### src/include/rst_wd_pkg.sv
package rst_wd_pkg;
    // Register byte addresses
    localparam logic [7:0] ADDR_CONFIG = 8'h00;
    localparam logic [7:0] ADDR_OPTION = 8'h04;
    localparam logic [7:0] ADDR_SERVICE = 8'h08;
    localparam logic [7:0] ADDR_STATUS = 8'h0c;
    // Field positions
    localparam int BIT_WD_DIS = 0;
    localparam int BIT_CME = 3;
    localparam int CAUSE_POR = 0;
    localparam int CAUSE_PIN = 1;
    localparam int CAUSE_WD = 2;
    localparam int CAUSE_CM = 3;
    // Service codes
    localparam logic [7:0] WD_ARM_CODE = 8'h55;
    localparam logic [7:0] WD_CLEAR_CODE = 8'haa;
    // Timing
    localparam int CLK_HZ = 40_000_000;
    localparam int CM_MIN_HZ = 10_000;
    localparam int CM_LIMIT = CLK_HZ / CM_MIN_HZ;
    localparam logic [6:0] RATE_WINDOW = 7'h40;
    localparam logic [7:0] RST_HOLD_CYC = 8'h10;
    // Reset sequencer states
    typedef enum logic [1:0] {
        ST_RUN = 2'b00,
        ST_HOLD = 2'b01,
        ST_WAIT_PIN = 2'b10
    } rst_state_e;
endpackage

### src/hdl/reset_sources_and_watchdog.sv
// Decided for this implementation: the APB register port and the placing of the registers.
`timescale 1ns/10ps
`default_nettype none
module reset_sources_and_watchdog #(
    parameter int WD_PRE_BITS = 15
) (
    input wire logic ref_clk, // Bus clock
    input wire logic nrst, // Power-on reset, active low
    input wire logic special_mode, // High lifts write-once protection
    input wire logic e_clk_pulse, // Pulse per monitored bus clock edge
    input wire logic rst_pin_in, // Level of reset wire
    output logic rst_pin_out, // Drive level of reset wire
    output logic rst_pin_oe, // High while driving reset wire low
    output logic sys_rst_n, // Core reset, active low
    input wire logic psel, // APB select
    input wire logic penable, // APB enable
    input wire logic pwrite, // APB direction
    input wire logic [7:0] paddr, // APB address
    input wire logic [31:0] pwdata, // APB write data
    output logic [31:0] prdata, // APB read data
    output logic pready, // APB ready
    output logic pslverr // APB error
);
    import rst_wd_pkg::*;

    localparam int WD_W = WD_PRE_BITS + 6;

    typedef struct packed {
        rst_state_e st;
        logic [7:0] hold;
        logic wd_off;
        logic dis_done;
        logic [1:0] rate;
        logic rate_done;
        logic [6:0] win;
        logic clock_monitor_enable;
        logic armed;
        logic [WD_W-1:0] wd_cnt;
        logic [11:0] cm_cnt;
        logic [3:0] cause;
        logic pready;
        logic pslverr;
        logic [31:0] prdata;
        logic oe;
        logic rst_n;
    } state_s;

    state_s s;
    state_s next_s;

    // Terminal count for a rate select
    function automatic logic [WD_W-1:0] wd_limit(input logic [1:0] sel);
        logic [WD_W-1:0] one;
        one = {{(WD_W-1){1'b0}}, 1'b1};
        return (one << (WD_PRE_BITS + 2 * int'(sel))) - one;
    endfunction

    logic run;
    logic wr;
    logic wd_timeout;
    logic cm_fail;

    // Strobes and reset triggers
    always_comb begin
        run = (s.st == ST_RUN);
        wr = psel && penable && s.pready && pwrite && run;
        wd_timeout = run && !s.wd_off && (s.wd_cnt == wd_limit(s.rate));
        cm_fail = run && s.clock_monitor_enable && !e_clk_pulse && (s.cm_cnt == 12'(CM_LIMIT - 1));
    end

    // Next state of the whole block
    always_comb begin
        next_s = s;
        next_s.pready = psel && !penable;
        next_s.pslverr = 1'b0;
        if (psel && !penable) begin
            next_s.prdata = 32'h0;
            if (paddr == ADDR_CONFIG) begin
                next_s.prdata[BIT_WD_DIS] = s.wd_off;
            end else if (paddr == ADDR_OPTION) begin
                next_s.prdata[BIT_CME] = s.clock_monitor_enable;
                next_s.prdata[1:0] = s.rate;
            end else if (paddr == ADDR_SERVICE) begin
                next_s.prdata = 32'h0;
            end else if (paddr == ADDR_STATUS) begin
                next_s.prdata[3:0] = s.cause;
                next_s.prdata[5:4] = s.st;
            end else begin
                next_s.pslverr = 1'b1;
            end
        end
        // Counters of the running system
        if (run) begin
            if (s.win != RATE_WINDOW) begin
                next_s.win = s.win + 7'h1;
            end
            if (!s.wd_off) begin
                next_s.wd_cnt = s.wd_cnt + {{(WD_W-1){1'b0}}, 1'b1};
            end
        end
        // Monitor counter rests at zero whenever the monitor is off, in any state
        if (!s.clock_monitor_enable || e_clk_pulse) begin
            next_s.cm_cnt = 12'h0;
        end else if (run) begin
            next_s.cm_cnt = s.cm_cnt + 12'h1;
        end
        // Register writes
        if (wr) begin
            if (paddr == ADDR_CONFIG) begin
                if (special_mode || !s.dis_done) begin
                    next_s.wd_off = pwdata[BIT_WD_DIS];
                    next_s.dis_done = 1'b1;
                end
            end else if (paddr == ADDR_OPTION) begin
                next_s.clock_monitor_enable = pwdata[BIT_CME];
                if (special_mode || (!s.rate_done && s.win != RATE_WINDOW)) begin
                    next_s.rate = pwdata[1:0];
                    next_s.rate_done = 1'b1;
                end
            end else if (paddr == ADDR_SERVICE) begin
                // Only the two service codes act; any other value is dropped
                if (pwdata[7:0] == WD_ARM_CODE) begin
                    next_s.armed = 1'b1;
                end else if (pwdata[7:0] == WD_CLEAR_CODE && s.armed) begin
                    next_s.armed = 1'b0;
                    next_s.wd_cnt = '0;
                end
            end
        end
        // Reset sequencer
        case (s.st)
            ST_RUN: begin
                if (wd_timeout || cm_fail) begin
                    next_s.st = ST_HOLD;
                    next_s.oe = 1'b1;
                    next_s.hold = 8'h0;
                    next_s.rst_n = 1'b0;
                    next_s.cause = 4'h0;
                    next_s.cause[CAUSE_WD] = wd_timeout;
                    next_s.cause[CAUSE_CM] = cm_fail;
                end else if (!rst_pin_in) begin
                    next_s.st = ST_WAIT_PIN;
                    next_s.rst_n = 1'b0;
                    next_s.cause = 4'h0;
                    next_s.cause[CAUSE_PIN] = 1'b1;
                end
            end
            ST_HOLD: begin
                next_s.hold = s.hold + 8'h1;
                if (s.hold == RST_HOLD_CYC - 8'h1) begin
                    next_s.st = ST_WAIT_PIN;
                    next_s.oe = 1'b0;
                end
            end
            ST_WAIT_PIN: begin
                if (rst_pin_in) begin
                    next_s.st = ST_RUN;
                    next_s.rst_n = 1'b1;
                    next_s.wd_off = 1'b0;
                    next_s.dis_done = 1'b0;
                    next_s.rate = 2'h0;
                    next_s.rate_done = 1'b0;
                    next_s.win = 7'h0;
                    next_s.clock_monitor_enable = 1'b0;
                    next_s.armed = 1'b0;
                    next_s.wd_cnt = '0;
                    next_s.cm_cnt = 12'h0;
                end
            end
            default: begin
                next_s.st = ST_WAIT_PIN;
            end
        endcase
    end

    // State register; power-on lands in pin wait
    always_ff @(posedge ref_clk or negedge nrst) begin
        if (!nrst) begin
            s <= '0;
            s.st <= ST_WAIT_PIN;
            s.cause <= 4'h1;
        end else begin
            s <= next_s;
        end
    end

    // Outputs straight from the state register, drive level tied low
    always_comb begin
        rst_pin_out = 1'b0;
        rst_pin_oe = s.oe;
        sys_rst_n = s.rst_n;
        prdata = s.prdata;
        pready = s.pready;
        pslverr = s.pslverr;
    end
endmodule // reset_sources_and_watchdog
`default_nettype wire

### config.mk
export PLATFORM = sky130hd
export DESIGN_NAME = reset_sources_and_watchdog
export DESIGN_NICKNAME = d
export VERILOG_FILES = /design/src/include/rst_wd_pkg.sv /design/src/hdl/reset_sources_and_watchdog.sv
export SDC_FILE = /design/constraint.sdc
export NUM_CORES = 1
export LEC_CHECK = 0
export ABC_AREA = 1
export ABC_CLOCK_PERIOD_IN_PS = 1900
export BUFFER_PORTS_ARGS = -buffer_cell sky130_fd_sc_hd__buf_2
export CAP_MARGIN = 20
export CORE_ASPECT_RATIO = 0.6
export CORE_MARGIN = 2
export CORE_UTILIZATION = 55
export CTS_BUF_LIST = sky130_fd_sc_hd__clkbuf_16
export CTS_CLUSTER_DIAMETER = 200
export CTS_CLUSTER_SIZE = 12
export DETAILED_ROUTE_END_ITERATION = 8
export PLACE_DENSITY = 0.85
export SLEW_MARGIN = 20
export SYNTH_ARGS = -nofsm -noshare
export SYNTH_HDL_FRONTEND = slang
export SYNTH_SLANG_ARGS = --single-unit
### constraint.sdc
create_clock -name ref_clk -period 1.9 [get_ports ref_clk]
set_clock_uncertainty 0.2 [all_clocks]
set_input_delay 0.38 -clock ref_clk [delete_from_list [all_inputs] [get_ports ref_clk]]
set_output_delay 0.38 -clock ref_clk [all_outputs]
set_load 0.01 [all_outputs]
Word-level counts from Yosys, hierarchy flattened
Index checks and enable logic that the tools add are counted.

Register bits after elaboration: 97. Input bits: 48. Logic and storage cells: 120.

Add/subtract/negate cells: 6. Eq/ne operators: 16. Shift operators: 1. Muxes and demuxes: 49. Reduce and logical (&&, ||, !) cells: 31.

Operators by type and width (number): 47-bit 2-to-1 mux (2); 22-bit 2-to-1 mux (3); 21-bit 2-to-1 mux (3); 23-bit 2-to-1 mux (2); 33-bit 2-to-1 mux (1); 32-bit 2-to-1 mux (1); 29-bit 2-to-1 mux (1); 8-bit by 4-bit equality test with 1-bit output (second input constant) (3); 12-bit 2-to-1 mux (2); 21-bit by 1-bit adder with 21-bit output (second input constant) (1); 21-bit equality test (1); 1-bit by 5-bit left shift with 21-bit output (first input constant) (1); 21-bit by 1-bit subtractor with 21-bit output (second input constant) (1); 8-bit case mux with 2 select lines (1); 2-bit 2-to-1 mux (7); 7-bit 2-to-1 mux (2); 12-bit by 1-bit adder with 12-bit output (second input constant) (1); 12-bit equality test (second input constant) (1); 1-bit logical AND (12); 1-bit 2-to-1 mux (12); 6-bit 2-to-1 mux (2); 3-bit 2-to-1 mux (3); 3-bit AND reduction (3); 8-bit by 1-bit adder with 8-bit output (second input constant) (1); 22 further kinds (36).

Longest topological paths before layout
Depth after elaboration: 11. Mapped depth: 12. Depth with buffers taken out: 12.

Least setup slack after synthesis
Ideal clock, no wire load.

Path kind: input to register. Start: input paddr[7]. End: register s[60] in the netlist's numbering. Arrival time: 1429 ps. Slack: 152 ps. Stages: 8. Cells stage by stage: nor2_1 nand3_1 or2_2 nor2_1 nand2_1 nand2_2 buf_4 nor2_1.

RTL lines: from (decl) (RTL line reset_sources_and_watchdog.sv:18) `input wire logic [7:0] paddr,`; to (signal assigned) (RTL line reset_sources_and_watchdog.sv:183) `s <= next_s;`; to (decl) (RTL line reset_sources_and_watchdog.sv:48) `state_s s;`.

==> run summary <==
The flow ran to the end, but the final reports show violations. The checks that failed: negative setup slack. The number of enable-type register cells in the synthesized netlist came out at 0. The largest total area in the synthesized netlist belongs to dfrtp_1.

The global-route wire length before repair is 16100 um. The synthesized flop and latch total is 71, and the global router's overall resource usage is 25.0%. The core region is 7300 um^2.

The synthesized netlist contains 36 unique library cells. CTS built an H-tree with a depth of 3. Summed over all cells, the static leakage comes to 2.51 nW.

The post-route cell area is 5140 um^2, and the maximum fanout along the worst path is 4. The run gives 7050 um as the HPWL reported at the end of detailed placement. The cell with the most instances on the worst path was nand4_1. At the worst endpoint, the arrival time is 2.02 ns.

In the final timing run, aggregate negative setup slack is -0.0570 ns. IR analysis of the VDD net gives a maximum drop of 0.000484 V. For this run, the number of Yosys warnings is 0.

Clock tree synthesis inserted a total of 9 buffers. The layout filler cell count was 528; the data required time at the worst endpoint was 1.97 ns. At the later pin of the worst-skew pair, clock insertion delay measures 0.34 ns. I/O pin count: 85.

After floorplanning, the core was divided into 24 placement rows. The kind of cell with the highest combined delay along the critical path is simple AND/OR/NAND/NOR gates. The synthesized design devotes to its leading area cell type 41.5% of total area. After synthesis, flip-flops and latches occupy 42.8% of the total area. The share of post-route cells with drive strength above 1 was 26.4%. The count of nets left with antenna violations once routing finished came out at 0. The die height was 71.3 um; the worst stage delay on the critical path was 0.45 ns. Most frequent cell after synthesis: nand2_1.

The routed design could run at a clock period as short as 1.95 ns. The number of antenna violations at the first check in global routing was 0; the total grt overflow was 0. Standard cell area after detailed placement: 4520 um^2. The smallest setup slack after layout was -0.0477 ns; the final RePlAce weighted congestion was 0.888. The run gives 3884 as the routed via count. Setup violations remaining at the end of the flow were counted as 2. The master of the slowest instance on the critical path was dfrtp_2. The total inserted antenna cells came out at 0. The final critical path takes up 103% of the cycle. The logs give 8290 um^2 for the die area and 5 for the first-pass detailed-route iteration total. For the reported max-cap violation count, the log shows 0. Synthesis produced a netlist whose cell count is 532. The sum of buffers and inverters on the critical path was 1; the signed area change from the synthesized netlist to the final layout was 23.8%. The tree is rooted in a clkbuf_16.

In this run the mean area of a mapped cell was 7.81 um^2. The number of buffer cells added on primary ports is 33, and the power density over the cells is 905 nW/um^2. The async set-reset flop share out of synthesis came out at 100%. For the pin with the worst max-slew slack, the measured transition is 0.603 ns. The critical setup path kind was reg -> reg. The commonest cells after synthesis are 96 x nand2_1, 78 x nor2_1, 69 x dfrtp_1. Sorting the synthesized cells by area gives the leading types as dfrtp_1 42%, nand2_1 8.7%, nor2_1 7.0%.

The worst setup path is launched from a flip-flop. Clock-pin slew was measured on the worst setup and hold paths at 0.06 ns. Hold violation total from the final report: 0. For this run, the leading register cell type out of synthesis is dfrtp_1.

The longest clock path from root to sink contains 2 buffers. The design draws 4.66 mW. The logs give 0 for the number of pins with negative max-slew slack in the final report and 0.513 GHz for the upper clock frequency limit.

Relative slew slack: 58.8%. Setup repair after global routing could not meet its margin everywhere. In this run the worst hold path is classified as in -> reg. For the initial standard-cell utilization of the core, the log shows 57.0%. Entering global routing, the biggest net connects 72 pins. Count of unresolved DRC violations after routing: 0. TritonCTS built the clock tree. The type of element capturing the critical path was a flip-flop. In this run the cell area of the synthesized design comes to 4160 um^2. The tools report the detailed-route wire length as 10800 um.

Clock tree synthesis found a total of 71 sinks. Dividing the detail-routed wire length by the instance count gives 15.0 um. The final layout contains 666 nets.

In this run the horizontal extent of the chip is 116 um. The number of global-route vias before repair was 3477; the DRC violation total after the first TritonRoute iteration was 315. Traced cell by cell, the critical path runs through nor2_4 > buf_4 > nand4_1 > nor2_2 > nand4_1 > or2_4 > a21oi_2.

Dividing the detail-routed via count by the number of cells gives 5.38.
power breakdown:
group	internal (mW)	switching, mW	total, mW
registers	1.63	0.102	1.73
logic	0.526	0.733	1.26
clock network	1.01	0.661	1.67
total	3.16	1.50	4.66
cell families (layout without fill, tap and decap cells):
kind of cell             after synthesis  in the layout  share of synthesized area [%]
AND/OR/NAND/NOR                      272            272                           31.2
buffers and inverters                107            167                           12.8
flip-flops                            71             71                           42.8
AO/OA/AOI/OAI                         53             53                           6.71
XOR/XNOR                              23             23                           4.85
adder cells (fa/ha/maj)                5              5                           1.51
other                                  1             27                         0.0902
cell usage in the layout (no fill, tap or decap), types with 3 or more instances in the layout:
| cell type | instances |
|---|---|
| a21oi_1 | 24 |
| nor2_1 | 71 |
| nand2_2 | 3 |
| inv_4 | 3 |
| or2_2 | 3 |
| conb_1 | 27 |
| inv_1 | 65 |
| xnor2_1 | 6 |
| nor2_2 | 9 |
| nand3_2 | 9 |
| dfrtp_1 | 65 |
| buf_2 | 33 |
| nand4_1 | 16 |
| nor3_2 | 7 |
| ha_1 | 4 |
| nor4_1 | 4 |
| clkbuf_16 | 9 |
| inv_2 | 4 |
| buf_4 | 39 |
| xor2_1 | 17 |
| buf_6 | 7 |
| nand2_4 | 5 |
| o21ai_1 | 3 |
| o21ai_0 | 16 |
| nand3_1 | 19 |
| nor2_4 | 9 |
| dfrtp_2 | 4 |
| nand2_1 | 95 |
| nor3_1 | 11 |
state kept, by name, summed over array words and instances (netlist names):
register    count
pready          1
prdata          6
pslverr         1
s              61
rst_pin_oe      1
sys_rst_n       1
through the flow:
step                      utilization, %  setup WS (ns)  hold WS (ns)  std cells
final                               70.5        -0.0477         0.167        722
after global routing                70.5         -0.118         0.181        722
after CTS                           66.6        -0.0171         0.163        709
after detailed placement            61.9         -0.187         0.234        688
after global placement              61.9        -0.0357         0.230        688
after floorplan                        -          0.152        -0.116        558
worst reg2reg max path, delay by kind of cell (launching register included):
| kind | cells | cell delay [ns] |
|---|---|---|
| AOI/OAI and AO/OA | 1 | 0.11 |
| buffers and inverters | 1 | 0.13 |
| DFF | 1 | 0.45 |
| and+or+nand+nor | 5 | 0.99 |
timing repair:
item	in CTS	in global routing
gates resized for setup	3	52
buffers inserted	4	13
setup endpoints to repair	8	44
hold buffers	1	0
pin swaps	1	24
endpoints found under the hold margin	69	0
area by class of cell:
cell class | instances | area [um^2] | area share, %
repair buffers | 81 | 567 | 11.0
flip-flops and latches | 71 | 1780 | 34.7
multi-input cells | 380 | 2100 | 40.9
inverters | 70 | 270 | 5.25
clock inverters | 7 | 66.3 | 1.29
clock buffers | 9 | 225 | 4.38
well taps | 104 | 130 | 2.53
routing by layer:
layer / routed length (um) / GRT usage [%]
met1: 4750 / 35.1
met2: 4860 / 37.5
met3: 856 / 7.45
met4: 328 / 8.07
met5: 0 / 0
final timing paths:
check                                  start                 to  slack (ns)  depth (start not counted)
min                                  penable   pready$_DFF_PN0_        0.17                          3
max reg2reg                s[95]$_DFFE_PN0P_    s[49]$_DFF_PN0_       -0.05                          7
min in group asynchronous               nrst    s[44]$_DFF_PN0_        0.40                          3
min reg2reg                s[36]$_DFFE_PN1P_  s[36]$_DFFE_PN1P_        0.25                          2
max                        s[95]$_DFFE_PN0P_    s[49]$_DFF_PN0_       -0.05                          7
max in group asynchronous               nrst  s[36]$_DFFE_PN1P_        0.77                          3
Power figures use the tool's default switching activity.
